File: src/hdl/srl_pkg.sv
package srl_pkg;

	// Bus geometry: partition in the top three bits, block in the top five, word offset below that
	localparam int ADDR_W   = 16;
	localparam int DATA_W   = 16;
	localparam int PART_W   = 3;
	localparam int BLK_W    = 5;
	localparam int OFF_W    = 11;
	localparam int NUM_PART = 8;
	localparam int NUM_BLK  = 32;

	// Command codes
	localparam logic [15:0] CMD_READ_ARRAY  = 16'h00ff;
	localparam logic [15:0] CMD_READ_STATUS = 16'h0070;
	localparam logic [15:0] CMD_CLEAR_STAT  = 16'h0050;
	localparam logic [15:0] CMD_READ_INFO   = 16'h0090;
	localparam logic [15:0] CMD_QUERY       = 16'h0098;
	localparam logic [15:0] CMD_WORD_PROG   = 16'h0041;
	localparam logic [15:0] CMD_ERASE_SETUP = 16'h0020;
	localparam logic [15:0] CMD_CONFIRM     = 16'h00d0;
	localparam logic [15:0] CMD_SUSPEND     = 16'h00b0;
	localparam logic [15:0] CMD_LOCK_SETUP  = 16'h0060;
	localparam logic [15:0] CMD_LOCK        = 16'h0001;
	localparam logic [15:0] CMD_LOCKDOWN    = 16'h002f;
	localparam logic [15:0] CMD_OTP_SETUP   = 16'h00c0;

	// Status word bit positions and reset value
	localparam int SR_READY    = 7;
	localparam int SR_ERS_SUSP = 6;
	localparam int SR_ERS_ERR  = 5;
	localparam int SR_PRG_ERR  = 4;
	localparam int SR_VPP_ERR  = 3;
	localparam int SR_PRG_SUSP = 2;
	localparam int SR_LOCK_ERR = 1;
	localparam int SR_OTHER    = 0;
	localparam logic [7:0] SR_RESET = 8'h80;

	// Information space layout
	localparam logic [OFF_W-1:0] INFO_LOCK_OFF = 11'h002;
	localparam int LOCK_STATE_BIT     = 0;
	localparam int LOCKDOWN_STATE_BIT = 1;
	localparam logic [OFF_W-1:0] OTP_BASE = 11'h080;
	localparam int OTP_WORDS = 4;
	localparam logic [DATA_W-1:0] INVALID_DATA = 16'h0000;

	// Timing
	localparam int CLK_NS       = 5;
	localparam int SUSP_LAT_NS  = 100;
	localparam int SUSP_LAT_CYC = (SUSP_LAT_NS + CLK_NS - 1) / CLK_NS;
	localparam int PROG_CYC     = 64;
	localparam int ERASE_CYC    = 256;
	localparam int OTP_CYC      = 32;

	typedef enum logic [4:0] {
		CS_IDLE  = 5'h01,
		CS_PROG  = 5'h02,
		CS_ERASE = 5'h04,
		CS_LOCK  = 5'h08,
		CS_OTP   = 5'h10
	} srl_cmdst_e;

	typedef enum logic [3:0] {
		RM_ARRAY  = 4'h1,
		RM_STATUS = 4'h2,
		RM_INFO   = 4'h4,
		RM_QUERY  = 4'h8
	} srl_rmode_e;

endpackage : srl_pkg

File: src/hdl/srl_flash_if.sv
`timescale 1ns/1ps
interface srl_flash_if import srl_pkg::*; ();
	logic              wrEn;    // Command write strobe
	logic [ADDR_W-1:0] wrAddr;  // Command address
	logic [DATA_W-1:0] wrData;  // Command data
	logic              rdEn;    // Read strobe
	logic [ADDR_W-1:0] rdAddr;  // Read address
	logic [DATA_W-1:0] rdData;  // Read data
	logic              rdValid; // Read data valid
	logic              wpN;     // Write-protect pin, low protects

	modport dev (input wrEn, wrAddr, wrData, rdEn, rdAddr, wpN, output rdData, rdValid);
	modport host (output wrEn, wrAddr, wrData, rdEn, rdAddr, wpN, input rdData, rdValid);
endinterface : srl_flash_if

File: src/hdl/srl_blk_lock.sv
`timescale 1ns/1ps
module srl_blk_lock (
	input  wire logic sys_clk,   // Clock
	input  wire logic arst_n,    // Async reset
	input  wire logic wpLow,     // Write protect asserted
	input  wire logic lockCmd,   // Lock pulse
	input  wire logic unlockCmd, // Unlock pulse
	input  wire logic lockDnCmd, // Lock-down pulse
	output logic      locked,    // Lock state
	output logic      lockedDn   // Lock-down issued
);
	logic wpPrev_r;

	// Protect edge is seen by comparing with last cycle's level
	always_ff @(posedge sys_clk or negedge arst_n) begin
		if (!arst_n) begin
			wpPrev_r <= 1'b0;
		end else begin
			wpPrev_r <= wpLow;
		end
	end

	// Lock bit; protect edge dominates so no lock-down block escapes relock
	always_ff @(posedge sys_clk or negedge arst_n) begin
		if (!arst_n) begin
			locked <= 1'b1;
		end else if (wpLow && !wpPrev_r && lockedDn) begin
			locked <= 1'b1;
		end else if (lockCmd) begin
			locked <= 1'b1;
		end else if (unlockCmd && !(wpLow && lockedDn)) begin
			locked <= 1'b0;
		end
	end

	// Lock-down only records intent; cleared by reset alone
	always_ff @(posedge sys_clk or negedge arst_n) begin
		if (!arst_n) begin
			lockedDn <= 1'b0;
		end else if (lockDnCmd) begin
			lockedDn <= 1'b1;
		end
	end
endmodule : srl_blk_lock

File: src/hdl/srl_flash_dev.sv
// Behaviour
// - Suspend stops at checkpoint, flags suspended kind
// - Suspended op aborts on protect-pin relock or supply loss
// - Reset aborts any suspended operation
// - Only listed commands accepted while suspended
// - Program into erase-suspended block sets error
// - Program under erase suspend may suspend
// - Resume continues operation, keeps read mode
// - Double suspend: resume program first, erase next
// - Host never reads suspended block
// - Busy partition serves status only
// - OTP program blocks info and query reads
// - OTP space maps onto addressed partition
// - Reset locks all blocks, clears lock-down
// - Locking ignores program supply level
// - Lock setup then lock or lock-down confirm
// - Lock setup then confirm code unlocks
// - Lock setup switches partition to status
// - Info offset two returns lock bits
// - No lock change on busy block, program suspend
// - Locking erase-suspended block keeps erase resumable
// - Protect pin holds and relocks lock-down blocks
// - Lock-down on unlocked block waits for pin
// - Single-cycle suspend and resume at any address
`timescale 1ns/1ps
module srl_flash_dev import srl_pkg::*; #(
	parameter int PROG_CYCLES  = PROG_CYC,
	parameter int ERASE_CYCLES = ERASE_CYC,
	parameter int OTP_CYCLES   = OTP_CYC
) (
	input  wire logic              sys_clk,   // Clock
	input  wire logic              arst_n,    // Async reset
	srl_flash_if.dev               link,      // Flash bus
	input  wire logic              vppOk,     // Program supply valid
	input  wire logic [DATA_W-1:0] arrData,   // Array core read data
	output logic      [ADDR_W-1:0] arrAddr,   // Array core read address
	output logic      [7:0]        statusOut  // Status word copy
);
	srl_cmdst_e        cmdSt_r;
	srl_rmode_e        rmode_r [NUM_PART];
	logic              ersAct_r, ersRun_r, prgAct_r, prgRun_r, otpRun_r;
	logic [BLK_W-1:0]  ersBlk_r, prgBlk_r;
	logic [PART_W-1:0] otpPart_r;
	logic [15:0]       ersCnt_r, prgCnt_r, otpCnt_r, suspCnt_r;
	logic              suspPend_r, suspLocked_r;
	logic              ersErr_r, prgErr_r, vppErr_r, lockErr_r;
	logic [DATA_W-1:0] otpMem_r [OTP_WORDS];
	logic [DATA_W-1:0] rdData_r;
	logic              rdValid_r;
	logic [NUM_BLK-1:0] locked, lockedDn, lockPls, unlockPls, lockDnPls;
	logic [NUM_PART-1:0] partBusy;

	logic [PART_W-1:0] wrPart, rdPart;
	logic [BLK_W-1:0]  wrBlk, rdBlk;
	logic [OFF_W-1:0]  wrOff, rdOff;
	logic ersSusp, prgSusp, ready, abortSusp;
	logic startPrg, startErs, startOtp, reqSusp, resumePrg, resumeErs, clrErr;
	logic setPrgErr, setErsErr, setVppErr, setLockErr, lockOk, modeWr, suspLockHit;
	srl_rmode_e modeNxt;
	srl_cmdst_e cmdSt_nxt;
	logic [7:0] sr;

	assign wrPart  = link.wrAddr[ADDR_W-1 -: PART_W];
	assign wrBlk   = link.wrAddr[ADDR_W-1 -: BLK_W];
	assign wrOff   = link.wrAddr[OFF_W-1:0];
	assign rdPart  = link.rdAddr[ADDR_W-1 -: PART_W];
	assign rdBlk   = link.rdAddr[ADDR_W-1 -: BLK_W];
	assign rdOff   = link.rdAddr[OFF_W-1:0];
	assign arrAddr = link.rdAddr;
	assign ersSusp = ersAct_r && !ersRun_r;
	assign prgSusp = prgAct_r && !prgRun_r;
	assign ready   = !(ersRun_r || prgRun_r || otpRun_r);

	// Supply loss or a hardware relock of the target kills the suspended work
	assign abortSusp = (ersSusp || prgSusp) && (!vppOk
		|| (ersSusp && locked[ersBlk_r] && !suspLocked_r)
		|| (prgSusp && locked[prgBlk_r]));

	// Lock changes refused on a block under way and in program suspend
	assign lockOk = !prgSusp && !(prgRun_r && wrBlk == prgBlk_r)
		&& !(ersRun_r && wrBlk == ersBlk_r);

	// Command decode: one cycle of a two-cycle sequence per write strobe
	always_comb begin
		cmdSt_nxt = cmdSt_r;
		{startPrg, startErs, startOtp, reqSusp, resumePrg, resumeErs} = '0;
		{clrErr, setPrgErr, setErsErr, setVppErr, setLockErr, modeWr} = '0;
		suspLockHit = 1'b0;
		modeNxt = RM_STATUS;
		lockPls = '0;
		unlockPls = '0;
		lockDnPls = '0;
		if (link.wrEn) begin
			unique case (cmdSt_r)
				CS_IDLE: begin
					unique case (link.wrData)
						CMD_READ_ARRAY:  begin modeWr = 1'b1; modeNxt = RM_ARRAY;  end
						CMD_READ_STATUS: begin modeWr = 1'b1; modeNxt = RM_STATUS; end
						CMD_READ_INFO:   begin modeWr = 1'b1; modeNxt = RM_INFO;   end
						CMD_QUERY:       begin modeWr = 1'b1; modeNxt = RM_QUERY;  end
						CMD_CLEAR_STAT:  clrErr = 1'b1;
						CMD_WORD_PROG: begin
							// Program only when free or under erase suspend
							if (!prgAct_r && !ersRun_r && !otpRun_r) begin
								cmdSt_nxt = CS_PROG;
								modeWr = 1'b1;
							end
						end
						CMD_ERASE_SETUP: begin
							if (!ersAct_r && !prgAct_r && !otpRun_r) begin
								cmdSt_nxt = CS_ERASE;
								modeWr = 1'b1;
							end
						end
						CMD_SUSPEND: reqSusp = (prgRun_r || ersRun_r) && !suspPend_r;
						CMD_CONFIRM: begin
							resumePrg = prgSusp;
							resumeErs = ersSusp && !prgAct_r;
						end
						CMD_LOCK_SETUP: begin
							cmdSt_nxt = CS_LOCK;
							modeWr = 1'b1;
						end
						CMD_OTP_SETUP: begin
							if (!ersAct_r && !prgAct_r && !otpRun_r) begin
								cmdSt_nxt = CS_OTP;
							end
						end
						default: ;
					endcase
				end
				CS_PROG: begin
					cmdSt_nxt = CS_IDLE;
					if (ersSusp && wrBlk == ersBlk_r) begin
						setPrgErr = 1'b1;
					end else if (locked[wrBlk]) begin
						{setPrgErr, setLockErr} = 2'b11;
					end else if (!vppOk) begin
						{setPrgErr, setVppErr} = 2'b11;
					end else begin
						startPrg = 1'b1;
					end
				end
				CS_ERASE: begin
					cmdSt_nxt = CS_IDLE;
					if (link.wrData != CMD_CONFIRM) begin
						{setPrgErr, setErsErr} = 2'b11;
					end else if (locked[wrBlk]) begin
						{setErsErr, setLockErr} = 2'b11;
					end else if (!vppOk) begin
						{setErsErr, setVppErr} = 2'b11;
					end else begin
						startErs = 1'b1;
					end
				end
				CS_LOCK: begin
					// Supply level is not consulted here
					cmdSt_nxt = CS_IDLE;
					if (!lockOk) begin
						setLockErr = 1'b1;
					end else begin
						lockPls[wrBlk]   = (link.wrData == CMD_LOCK);
						lockDnPls[wrBlk] = (link.wrData == CMD_LOCKDOWN);
						unlockPls[wrBlk] = (link.wrData == CMD_CONFIRM);
						suspLockHit = ersSusp && wrBlk == ersBlk_r;
					end
				end
				CS_OTP: begin
					cmdSt_nxt = CS_IDLE;
					if (wrPart == otpPart_r && wrOff >= OTP_BASE
						&& wrOff < OTP_BASE + OFF_W'(OTP_WORDS)) begin
						startOtp = 1'b1;
					end else begin
						setPrgErr = 1'b1;
					end
				end
				default: cmdSt_nxt = CS_IDLE;
			endcase
		end
	end

	// Sequence state
	always_ff @(posedge sys_clk or negedge arst_n) begin
		if (!arst_n) begin
			cmdSt_r <= CS_IDLE;
		end else begin
			cmdSt_r <= cmdSt_nxt;
		end
	end

	// Per-partition read mode; suspend and resume leave it alone
	always_ff @(posedge sys_clk or negedge arst_n) begin
		if (!arst_n) begin
			for (int p = 0; p < NUM_PART; p++) begin
				rmode_r[p] <= RM_ARRAY;
			end
		end else if (modeWr) begin
			rmode_r[wrPart] <= modeNxt;
		end
	end

	// Operations: reset drops everything, array content left undefined
	always_ff @(posedge sys_clk or negedge arst_n) begin
		if (!arst_n) begin
			{ersAct_r, ersRun_r, prgAct_r, prgRun_r, otpRun_r} <= '0;
			{suspPend_r, suspLocked_r} <= '0;
			ersBlk_r <= '0;
			prgBlk_r <= '0;
			otpPart_r <= '0;
			{ersCnt_r, prgCnt_r, otpCnt_r, suspCnt_r} <= '0;
		end else if (abortSusp) begin
			{ersAct_r, ersRun_r, prgAct_r, prgRun_r, suspLocked_r} <= '0;
		end else begin
			if (startErs) begin
				{ersAct_r, ersRun_r, suspLocked_r} <= 3'b110;
				ersBlk_r <= wrBlk;
				ersCnt_r <= 16'(ERASE_CYCLES);
			end else if (ersRun_r && !prgRun_r) begin
				if (ersCnt_r == 16'h0001) begin
					{ersAct_r, ersRun_r} <= 2'b00;
				end
				ersCnt_r <= ersCnt_r - 16'h0001;
			end
			if (startPrg) begin
				{prgAct_r, prgRun_r} <= 2'b11;
				prgBlk_r <= wrBlk;
				prgCnt_r <= 16'(PROG_CYCLES);
			end else if (prgRun_r) begin
				if (prgCnt_r == 16'h0001) begin
					{prgAct_r, prgRun_r} <= 2'b00;
				end
				prgCnt_r <= prgCnt_r - 16'h0001;
			end
			if (startOtp) begin
				otpRun_r <= 1'b1;
				otpCnt_r <= 16'(OTP_CYCLES);
			end else if (otpRun_r) begin
				if (otpCnt_r == 16'h0001) begin
					otpRun_r <= 1'b0;
				end
				otpCnt_r <= otpCnt_r - 16'h0001;
			end
			if (cmdSt_r == CS_IDLE && link.wrEn && link.wrData == CMD_OTP_SETUP) begin
				otpPart_r <= wrPart;
			end
			if (suspLockHit) begin
				suspLocked_r <= 1'b1;
			end
			// Work runs on until the checkpoint, then the inner job parks
			if (reqSusp) begin
				suspPend_r <= 1'b1;
				suspCnt_r <= 16'(SUSP_LAT_CYC);
			end else if (suspPend_r) begin
				suspCnt_r <= suspCnt_r - 16'h0001;
				if (!prgRun_r && !ersRun_r) begin
					suspPend_r <= 1'b0;
				end else if (suspCnt_r == 16'h0001) begin
					suspPend_r <= 1'b0;
					if (prgRun_r) begin
						prgRun_r <= 1'b0;
					end else begin
						ersRun_r <= 1'b0;
					end
				end
			end
			if (resumePrg) begin
				prgRun_r <= 1'b1;
			end else if (resumeErs) begin
				ersRun_r <= 1'b1;
			end
		end
	end

	// One-time words only ever lose ones
	always_ff @(posedge sys_clk or negedge arst_n) begin
		if (!arst_n) begin
			for (int i = 0; i < OTP_WORDS; i++) begin
				otpMem_r[i] <= 16'hffff;
			end
		end else if (startOtp) begin
			otpMem_r[2'(wrOff - OTP_BASE)] <= otpMem_r[2'(wrOff - OTP_BASE)] & link.wrData;
		end
	end

	// Error flags; a set in the clearing cycle wins
	always_ff @(posedge sys_clk or negedge arst_n) begin
		if (!arst_n) begin
			{ersErr_r, prgErr_r, vppErr_r, lockErr_r} <= '0;
		end else begin
			if (clrErr) begin
				{ersErr_r, prgErr_r, vppErr_r, lockErr_r} <= '0;
			end
			if (setErsErr || (abortSusp && ersAct_r)) ersErr_r <= 1'b1;
			if (setPrgErr || (abortSusp && prgAct_r)) prgErr_r <= 1'b1;
			if (setVppErr || (abortSusp && !vppOk)) vppErr_r <= 1'b1;
			if (setLockErr || (abortSusp && vppOk)) lockErr_r <= 1'b1;
		end
	end

	// Which partitions hold work that is running
	always_comb begin
		for (int p = 0; p < NUM_PART; p++) begin
			partBusy[p] = (prgRun_r && prgBlk_r[BLK_W-1 -: PART_W] == PART_W'(p))
				|| (ersRun_r && ersBlk_r[BLK_W-1 -: PART_W] == PART_W'(p))
				|| (otpRun_r && otpPart_r == PART_W'(p));
		end
	end

	assign sr = {ready, ersSusp, ersErr_r, prgErr_r, vppErr_r, prgSusp, lockErr_r, 1'b0};

	// Read path, one cycle latency; busy partition gives status only
	always_ff @(posedge sys_clk or negedge arst_n) begin
		if (!arst_n) begin
			rdData_r <= '0;
			rdValid_r <= 1'b0;
			statusOut <= SR_RESET;
		end else begin
			rdValid_r <= link.rdEn;
			statusOut <= sr;
			if (link.rdEn) begin
				unique case (rmode_r[rdPart])
					RM_STATUS: rdData_r <= {8'h00, sr[7:1], !ready && !partBusy[rdPart]};
					RM_ARRAY:  rdData_r <= partBusy[rdPart] ? INVALID_DATA : arrData;
					RM_INFO: begin
						if (partBusy[rdPart] || otpRun_r) begin
							rdData_r <= INVALID_DATA;
						end else if (rdOff == INFO_LOCK_OFF) begin
							rdData_r <= INVALID_DATA;
							rdData_r[LOCK_STATE_BIT] <= locked[rdBlk];
							rdData_r[LOCKDOWN_STATE_BIT] <= lockedDn[rdBlk];
						end else if (rdPart == otpPart_r && rdOff >= OTP_BASE
							&& rdOff < OTP_BASE + OFF_W'(OTP_WORDS)) begin
							rdData_r <= otpMem_r[2'(rdOff - OTP_BASE)];
						end else begin
							rdData_r <= INVALID_DATA;
						end
					end
					RM_QUERY: rdData_r <= INVALID_DATA;
				endcase
			end
		end
	end

	assign link.rdData  = rdData_r;
	assign link.rdValid = rdValid_r;

	// One lock cell per block
	for (genvar b = 0; b < NUM_BLK; b++) begin : gLock
		srl_blk_lock uLock (
			.sys_clk   (sys_clk),
			.arst_n    (arst_n),
			.wpLow     (!link.wpN),
			.lockCmd   (lockPls[b]),
			.unlockCmd (unlockPls[b]),
			.lockDnCmd (lockDnPls[b]),
			.locked    (locked[b]),
			.lockedDn  (lockedDn[b])
		);
	end
endmodule : srl_flash_dev

File: src/flat_wrapper.sv
// flat-port wrapper written by rule: the top's interface ports become plain ports
module srl_flash_dev_flat import srl_pkg::*;
#(
	parameter int PROG_CYCLES  = PROG_CYC,
	parameter int ERASE_CYCLES = ERASE_CYC,
	parameter int OTP_CYCLES   = OTP_CYC
)
  (sys_clk, arst_n, vppOk, arrData, arrAddr, statusOut, link_wrEn, link_wrAddr, link_wrData, link_rdEn, link_rdAddr, link_wpN, link_rdData, link_rdValid);
  srl_flash_if link_i ();
  input  wire logic sys_clk;
  input  wire logic arst_n;
  input  wire logic vppOk;
  input  wire logic [DATA_W-1:0] arrData;
  output logic      [ADDR_W-1:0] arrAddr;
  output logic      [7:0] statusOut;
  input wire logic [$bits(link_i.wrEn)-1:0] link_wrEn;
  input wire logic [$bits(link_i.wrAddr)-1:0] link_wrAddr;
  input wire logic [$bits(link_i.wrData)-1:0] link_wrData;
  input wire logic [$bits(link_i.rdEn)-1:0] link_rdEn;
  input wire logic [$bits(link_i.rdAddr)-1:0] link_rdAddr;
  input wire logic [$bits(link_i.wpN)-1:0] link_wpN;
  output wire logic [$bits(link_i.rdData)-1:0] link_rdData;
  output wire logic [$bits(link_i.rdValid)-1:0] link_rdValid;
  assign link_i.wrEn = link_wrEn;
  assign link_i.wrAddr = link_wrAddr;
  assign link_i.wrData = link_wrData;
  assign link_i.rdEn = link_rdEn;
  assign link_i.rdAddr = link_rdAddr;
  assign link_i.wpN = link_wpN;
  assign link_rdData = link_i.rdData;
  assign link_rdValid = link_i.rdValid;
  srl_flash_dev #(.PROG_CYCLES(PROG_CYCLES), .ERASE_CYCLES(ERASE_CYCLES), .OTP_CYCLES(OTP_CYCLES)) u_core (.sys_clk(sys_clk), .arst_n(arst_n), .link(link_i), .vppOk(vppOk), .arrData(arrData), .arrAddr(arrAddr), .statusOut(statusOut));
endmodule
File: config.mk
export PLATFORM = sky130hd
export DESIGN_NAME = srl_flash_dev_flat
export DESIGN_NICKNAME = d
export VERILOG_FILES = /design/src/hdl/srl_pkg.sv /design/src/hdl/srl_flash_if.sv /design/src/hdl/srl_blk_lock.sv /design/src/hdl/srl_flash_dev.sv /design/src/flat_wrapper.sv
export SDC_FILE = /design/constraint.sdc
export NUM_CORES = 1
export LEC_CHECK = 0
export BUFFER_PORTS_ARGS = -buffer_cell sky130_fd_sc_hd__buf_2
export CAP_MARGIN = 0
export CELL_PAD_IN_SITES_DETAIL_PLACEMENT = 1
export CELL_PAD_IN_SITES_GLOBAL_PLACEMENT = 2
export CORE_ASPECT_RATIO = 0.8
export CORE_MARGIN = 2
export CORE_UTILIZATION = 42
export DETAILED_ROUTE_END_ITERATION = 16
export HOLD_SLACK_MARGIN = 0.03
export PLACE_DENSITY_LB_ADDON = 0.1
export SLEW_MARGIN = 0
export SYNTH_ARGS = -nofsm -noshare
export SYNTH_HDL_FRONTEND = slang
export SYNTH_SLANG_ARGS = --single-unit
export TNS_END_PERCENT = 30
File: constraint.sdc
create_clock -name sys_clk -period 5.8 [get_ports sys_clk]
set_input_delay 0.29 -clock sys_clk [delete_from_list [all_inputs] [get_ports sys_clk]]
set_output_delay 0.29 -clock sys_clk [all_outputs]
set_load 0.02 [all_outputs]
==> results_dict.tcl, run 1 <==
set metrics [dict create \
    io_pins 111 \
    power_uw 5464 \
    design_area_mm2 0.01796 \
    drv_slew 0 \
    ys_ff_latch 278 \
    via_per_inst 6.218 \
    fin_skew_ns 0.02397 \
    finalSetupTns_ns 0 \
    first_pass_iters 5 \
    p_per_area_mw_per_mm2 304.2 \
    arrival_ns 4.09 \
    syn-num-nets 1627 \
    grt_pass1_vias 13470 \
    final_cell_mix "nand2_1, o21ai_0, dfrtp_1" \
    status "complete, no violations" \
    reg2reg_depth 7 \
    dieArea_mm2 0.03958 \
    nets 1679 \
    layout_commonest_cell "nand2_1" \
    synth_area_leaders "dfrtp_1, dfstp_2, mux4_2, o21ai_0, nand2_1" \
    cts.path.max_buffers 3 \
    syn-instance-count 1549 \
    initial_utilization_pct 42.80 \
    syn2layout_area_growth_pct 12.58 \
    yosysUniqueCellTypes 79 \
    cts-buffers-inserted 34 \
    critPathCaptureType "flop" \
    cts_sinks 278 \
    cts_tree "yes" \
    vias 13140 \
    cts_resized 0 \
    drt-wirelength-per-cell_um 24.78 \
    coreArea_mm2 0.03728 \
    grt-busiest-layer "met2" \
    period_minus_slack_ns 3.665 \
    rows 63 \
    drt-total-wl_mm 52.39 \
    tightestPinTransition_ns 1.168 \
    synth_top_family_by_area "compound AO/OA/AOI/OAI gates" \
    cts_setup_buffers 0 \
    final.period_utilization_pct 63.18 \
    synth_area_mm2 0.01596 \
    synth_compound_area_share_pct 17.16 \
    fmax_mhz 272.9 \
    min_path_cells 3 \
    remaining_drc_errors 0 \
    grt_overflow 0 \
    multi_input_area_mm2 0.008174 \
    die_h_um 178.3 \
    setup_viol_count_final 0 \
    grt_pass1_wl_mm 82.20 \
    clk_pin_slew_ns 0.07 \
    chipWidth_um 221.9 \
    diodes 0 \
    register_area_mm2 0.007089 \
    crit_chain "mux4_2 -> nor3b_1 -> a211oi_1 -> a22o_1 -> or3_2 -> or3_4 -> o31ai_1" \
    worstPathRequired_ns 6.22 \
    synth_area_leader_cell "dfrtp_1" \
    grt_use_met3_pct 7.017 \
    placed_cell_area_mm2 0.01673 \
    clk_latency_ns 0.53 \
    globalplace.congestion 0.8659 \
    yosysWarnings 0 \
    p_leak_uw 0.007154 \
    synth_fa_ha_area_share_pct 0.6273 \
    synth_ff_type "dfrtp_1" \
    synth_seq_area_share_pct 44.43 \
    ir_drop_uv 195.8 \
    async_reset_ff_share_pct 100.0 \
    crit_type "flop to flop" \
    grt_max_degree 155 \
    nFillCells 4084 \
    rsz0062_at_grt "no" \
    synthSimpleGateAreaFrac_pct 16.67 \
    portBuffers 109 \
    maxCapViolations 0 \
    cts_hold_buf 11 \
    crit_fanout 47 \
    drt-initial-drc-count 1118 \
    synth_edf_count 0 \
    hold_viol_final 0 \
    antenna_found_initial 1 \
    hp-class "input pin to flop" \
    synth.area.mux_share_pct 15.59 \
    met1_usage_pct 38.82 \
    synth_xor_area_share_pct 0.9330 \
    cts_root_buf "clkbuf_16" \
    crit_path_start_kind "flop" \
    yosys.area.top_type_share_pct 26.97 \
    drive_gt1_share_pct 26.98 \
    cts-htree-levels 2 \
    grtUsageTotal_pct 26.83 \
    grtUsageMet2_pct 40.32 \
    critPathSlowestCell "or3_2" \
    slew-limit-headroom_pct 21.69 \
    ant_nets 0 \
    synth_area_per_cell_um2 10.30 \
    slowest_delay_ns 0.87 \
    hpwlAfterDp_mm 36.16 \
]
-- path summary, 6_finish.rpt --
check | startpoint | endpoint | slack, ns
max in group asynchronous | arst_n | u_core.otpCnt_r[10]$_DFFE_PN0P_ | 4.18
max reg2reg | u_core.ersBlk_r[0]$_DFFE_PN0P_ | u_core.otpCnt_r[15]$_DFFE_PN0P_ | 2.14
min reg2reg | u_core.ersCnt_r[10]$_DFFE_PN0P_ | u_core.ersCnt_r[10]$_DFFE_PN0P_ | 0.48
min | link_wrData[11] | u_core.otpMem_r[43]$_DFFE_PN1P_ | 0.06
max | u_core.ersBlk_r[0]$_DFFE_PN0P_ | u_core.otpCnt_r[15]$_DFFE_PN0P_ | 2.14
min in group asynchronous | arst_n | u_core.gLock[14].uLock.lockedDn$_DFFE_PN0P_ | 0.30
-- stage by stage --
stage	std cells	hold WS, ns	setup WS, ns	util, %
after global routing	2114	0.04263	1.870	48.18
after CTS	2114	0.03426	2.126	48.18
after global placement	2041	0.2902	2.026	44.88
after detailed placement	2041	0.2954	1.936	44.88
final	2114	0.05609	2.135	48.18
after floorplan	1549	-0.005591	2.998	-
-- flip-flops by register name (all words and copies together), names as in the netlist, 3 cells and up --
name                         cells
u_core.otpMem_r                 64
u_core.gLock.uLock.locked       32
u_core.gLock.uLock.lockedDn     32
u_core.rmode_r                  32
u_core.ersCnt_r                 16
u_core.link.rdData              16
u_core.otpCnt_r                 16
u_core.prgCnt_r                 16
u_core.suspCnt_r                16
u_core.statusOut                 7
u_core.cmdSt_r                   5
u_core.ersBlk_r                  5
u_core.prgBlk_r                  5
u_core.otpPart_r                 3
-- Yosys cell counts, types with 10 or more instances --
cell type	instances
nor2b_1	22
or4_1	20
nor2_1	61
buf_4	19
dfstp_2	106
mux2i_1	19
a22oi_1	27
nand2_1	188
mux2_2	48
nor3b_1	11
nand3_1	36
nand4_1	18
inv_1	42
dfrtp_1	172
o21ai_0	181
o21bai_1	21
a21o_1	18
or3_1	15
o31ai_1	24
clkbuf_1	73
nor3_1	43
a221o_1	11
a22o_1	10
mux4_2	78
nor4_1	23
a21oi_1	40
o31a_1	10
buf_2	23
nand2b_1	14
-- cell families after synthesis --
group                    Yosys count
AO/OA/AOI/OAI                    425
XOR/XNOR                          17
adder cells (fa/ha/maj)            8
buffers and inverters            164
flip-flops                       278
multiplexers                     145
other                              1
AND/OR/NAND/NOR                  511
-- routing by layer --
| layer | wire, um | vias up |
|---|---|---|
| li1 | - | 5932 |
| met1 | 24550 | 6757 |
| met2 | 23100 | 381 |
| met3 | 3725 | 72 |
| met4 | 1003 | 2 |
| met5 | 11 | - |
-- cell type report --
| cell class | count | area share (%) |
|---|---|---|
| clock buffer | 46 | 5.384 |
| clock inverter | 16 | 0.8567 |
| inverter | 42 | 0.8776 |
| multi-input combinational | 1107 | 45.50 |
| sequential | 278 | 39.46 |
| tap | 487 | 3.392 |
| timing repair buffer | 138 | 4.527 |
-- critical path, delay by kind of cell (launching register included) --
family,cells,cell delay [ns]
muxes,1,0.58
and+or+nand+nor,3,1.66
AOI/OAI and AO/OA,3,0.64
DFF,1,0.66
-- power by group --
group | leakage (uW) | switching (uW) | internal, uW | total (uW)
registers | 0.00329 | 193 | 2090 | 2290
logic | 0.00331 | 654 | 357 | 1010
clock network | 0.000556 | 895 | 1270 | 2170
total | 0.00715 | 1740 | 3720 | 5460
No activity file was read; power rests on OpenSTA's default activity.
==> inputs of run 2 (changes only) <==
Settings changed: CORE_UTILIZATION 42 to 36.
Clock period 5.8 ns to 3.1 ns, I/O delays scaled along.
==> results_dict.tcl, run 2 (synthesis results as in run 1) <==
set metrics [dict create \
    cts_tree "yes" \
    syn2layout_area_growth_pct 19.48 \
    crit_path_start_kind "flop" \
    switching_share_pct 31.08 \
    cp_num_buf_inv 1 \
    drt-initial-drc-count 993 \
    hold_viol_final 0 \
    reg2reg_depth 8 \
    drt-wirelength-per-cell_um 23.80 \
    grt_overflow 0 \
    dp_slack_ns -0.03315 \
    grt_max_degree 77 \
    min_path_cells 3 \
    rrSetupSlack_ns 0.11 \
    crit_chain "mux4_2 -> mux2i_1 -> mux2i_1 -> a22o_1 -> or3_2 -> buf_6 -> or3_4 -> o31ai_1" \
    slew-limit-headroom_pct 43.55 \
    cp_common_cell "mux2i_1" \
    rsz0062_at_grt "yes" \
    cts_sinks 278 \
    fin_skew_ns 0.02121 \
    rr_endpoint "u_core.otpCnt_r[15]$_DFFE_PN0P_" \
    drive_gt1_share_pct 30.08 \
    clk_pin_slew_ns 0.06 \
    io_pins 111 \
    die_h_um 192.3 \
    portBuffers 109 \
    crit_fanout 19 \
    finalSetupTns_ns 0 \
    critPathSlowestCell "mux4_2" \
    antenna_found_initial 1 \
    clkPwrFrac_pct 39.1 \
    crit_family "simple AND/OR/NAND/NOR gates" \
    status "complete, no violations" \
    period_minus_slack_ns 2.990 \
    maxCapViolations 0 \
    ant_nets 0 \
    setup_viol_count_final 0 \
    min_to "u_core.otpMem_r[48]$_DFFE_PN1P_" \
    setup_slack_ns 0.1101 \
    remaining_drc_errors 0 \
    cp.depth 8 \
    vias 13560 \
    hp-class "input pin to flop" \
    grt_pass1_vias 13800 \
    largest_reg_flops 64 \
    critPathCaptureType "flop" \
    via_per_inst 5.826 \
    final.period_utilization_pct 96.45 \
    drt-total-wl_mm 55.41 \
    p_leak_uw 0.007685 \
    first_pass_iters 7 \
    slowest_delay_ns 0.55 \
    ir_drop_uv 377.7 \
    comb_power_share_pct 20.2 \
    p_int_uw 7212 \
    r2r-start "u_core.ersBlk_r[0]$_DFFE_PN0P_" \
    cts_setup_buffers 0 \
    globalplace.congestion 0.8981 \
    tightestPinTransition_ns 0.8436 \
    hpwlAfterDp_mm 39.24 \
    p_sw_uw 3252 \
    grt_pass1_wl_mm 86.18 \
    final_cell_mix "nand2_1, o21ai_0, dfrtp_1" \
    rows 68 \
    arrival_ns 3.41 \
    chipWidth_um 239.4 \
    cts-buffers-inserted 35 \
    coreArea_mm2 0.04348 \
    grtUsageTotal_pct 24.41 \
    setup.worst_path.start "u_core.ersBlk_r[0]$_DFFE_PN0P_" \
    cts.path.max_buffers 3 \
    crit_type "flop to flop" \
    cts_root_buf "clkbuf_16" \
    cts-htree-levels 2 \
    drv_slew 0 \
    p_seq_share_pct 40.7 \
    worstPathRequired_ns 3.52 \
    clk_latency_ns 0.53 \
    p_per_area_mw_per_mm2 548.8 \
    layout_commonest_cell "nand2_1" \
    holdCritStartpoint "link_wrData[0]" \
    initial_utilization_pct 36.70 \
    dieArea_mm2 0.04604 \
    nets 1785 \
    fmax_mhz 334.5 \
    regMostFlops "u_core.otpMem_r" \
]
[run 2: changes by cell type in the layout (fill, tap and decap cells not counted), sizes merged]
| cell | previous run | this run |
|---|---|---|
| buf | 127 | 209 |
| dlygate4sd3 | 11 | 34 |
| clkbuf | 46 | 56 |
| clkinv | 10 | 2 |
| clkinvlp | 2 | 1 |
| diode | 0 | 1 |
| inv | 44 | 43 |
[run 2: layout make-up]
| class | instances | area, um^2 |
|---|---|---|
| clock buffers | 56 | 1045 |
| fillers | 4795 | 24410 |
| multi-input cells | 1107 | 8194 |
| inverters | 42 | 157.7 |
| repair buffers | 243 | 1745 |
| flip-flops and latches | 278 | 7092 |
| clock inverters | 6 | 86.33 |
| well taps | 595 | 744.5 |
| diodes | 1 | 2.502 |
[run 2: stage by stage]
stage               hold WS [ns]  instance area, um^2  instances  power [uW]  util, %
global route             0.07165                19070       2328       11000    43.86
detailed placement        0.2105                17540       2230        6381    40.34
finish                   0.08648                19070       2328       10460    43.86
global placement          0.2199                17540       2230        6358    40.34
CTS                      0.04676                19010       2326       10570    43.72
floorplan                -0.1406                15960       1549        5514        -
[run 2: worst max-delay path by stage]
| stage | to | slack (ns) |
|---|---|---|
| floorplan | u_core.ersRun_r$_DFF_PN0_ | 0.30 |
| detailed placement | u_core.ersBlk_r[3]$_DFFE_PN0P_ | -0.03 |
| CTS | u_core.ersBlk_r[3]$_DFFE_PN0P_ | 0.01 |
| global route | u_core.otpCnt_r[15]$_DFFE_PN0P_ | -0.03 |
| finish | u_core.otpCnt_r[15]$_DFFE_PN0P_ | 0.11 |
| global placement | u_core.ersCnt_r[2]$_DFFE_PN0P_ | 0.02 |
[run 2: power by group through the flow]
stage / Clock, uW / Sequential (uW) / Combinational (uW)
after floorplan: 0 / 4190 / 1330
after global placement: 0 / 4310 / 2050
after detailed placement: 0 / 4310 / 2070
after CTS: 4200 / 4260 / 2110
after global routing: 4350 / 4310 / 2340
final: 4090 / 4260 / 2110
[run 2: metal layers]
metal	vias up	GRT usage, %	share of wire (%)
met5	-	0	0
met2	360	35.96	43
met1	7001	37.59	49
met4	0	4.663	1.5
met3	54	4.191	5.8
li1	6147	-	-
[run 2: timing repair]
action,in CTS,in global routing
gates cloned,0,0
endpoints found under the setup margin,8,46
hold buffers,34,0
resized for setup,1,12
hold endpoints to repair,144,0
[run 2: tightest hold or removal path, stage by stage]
cell     delay, ns
buf_2         0.19
nand2_1       0.16
o21ai_0       0.09
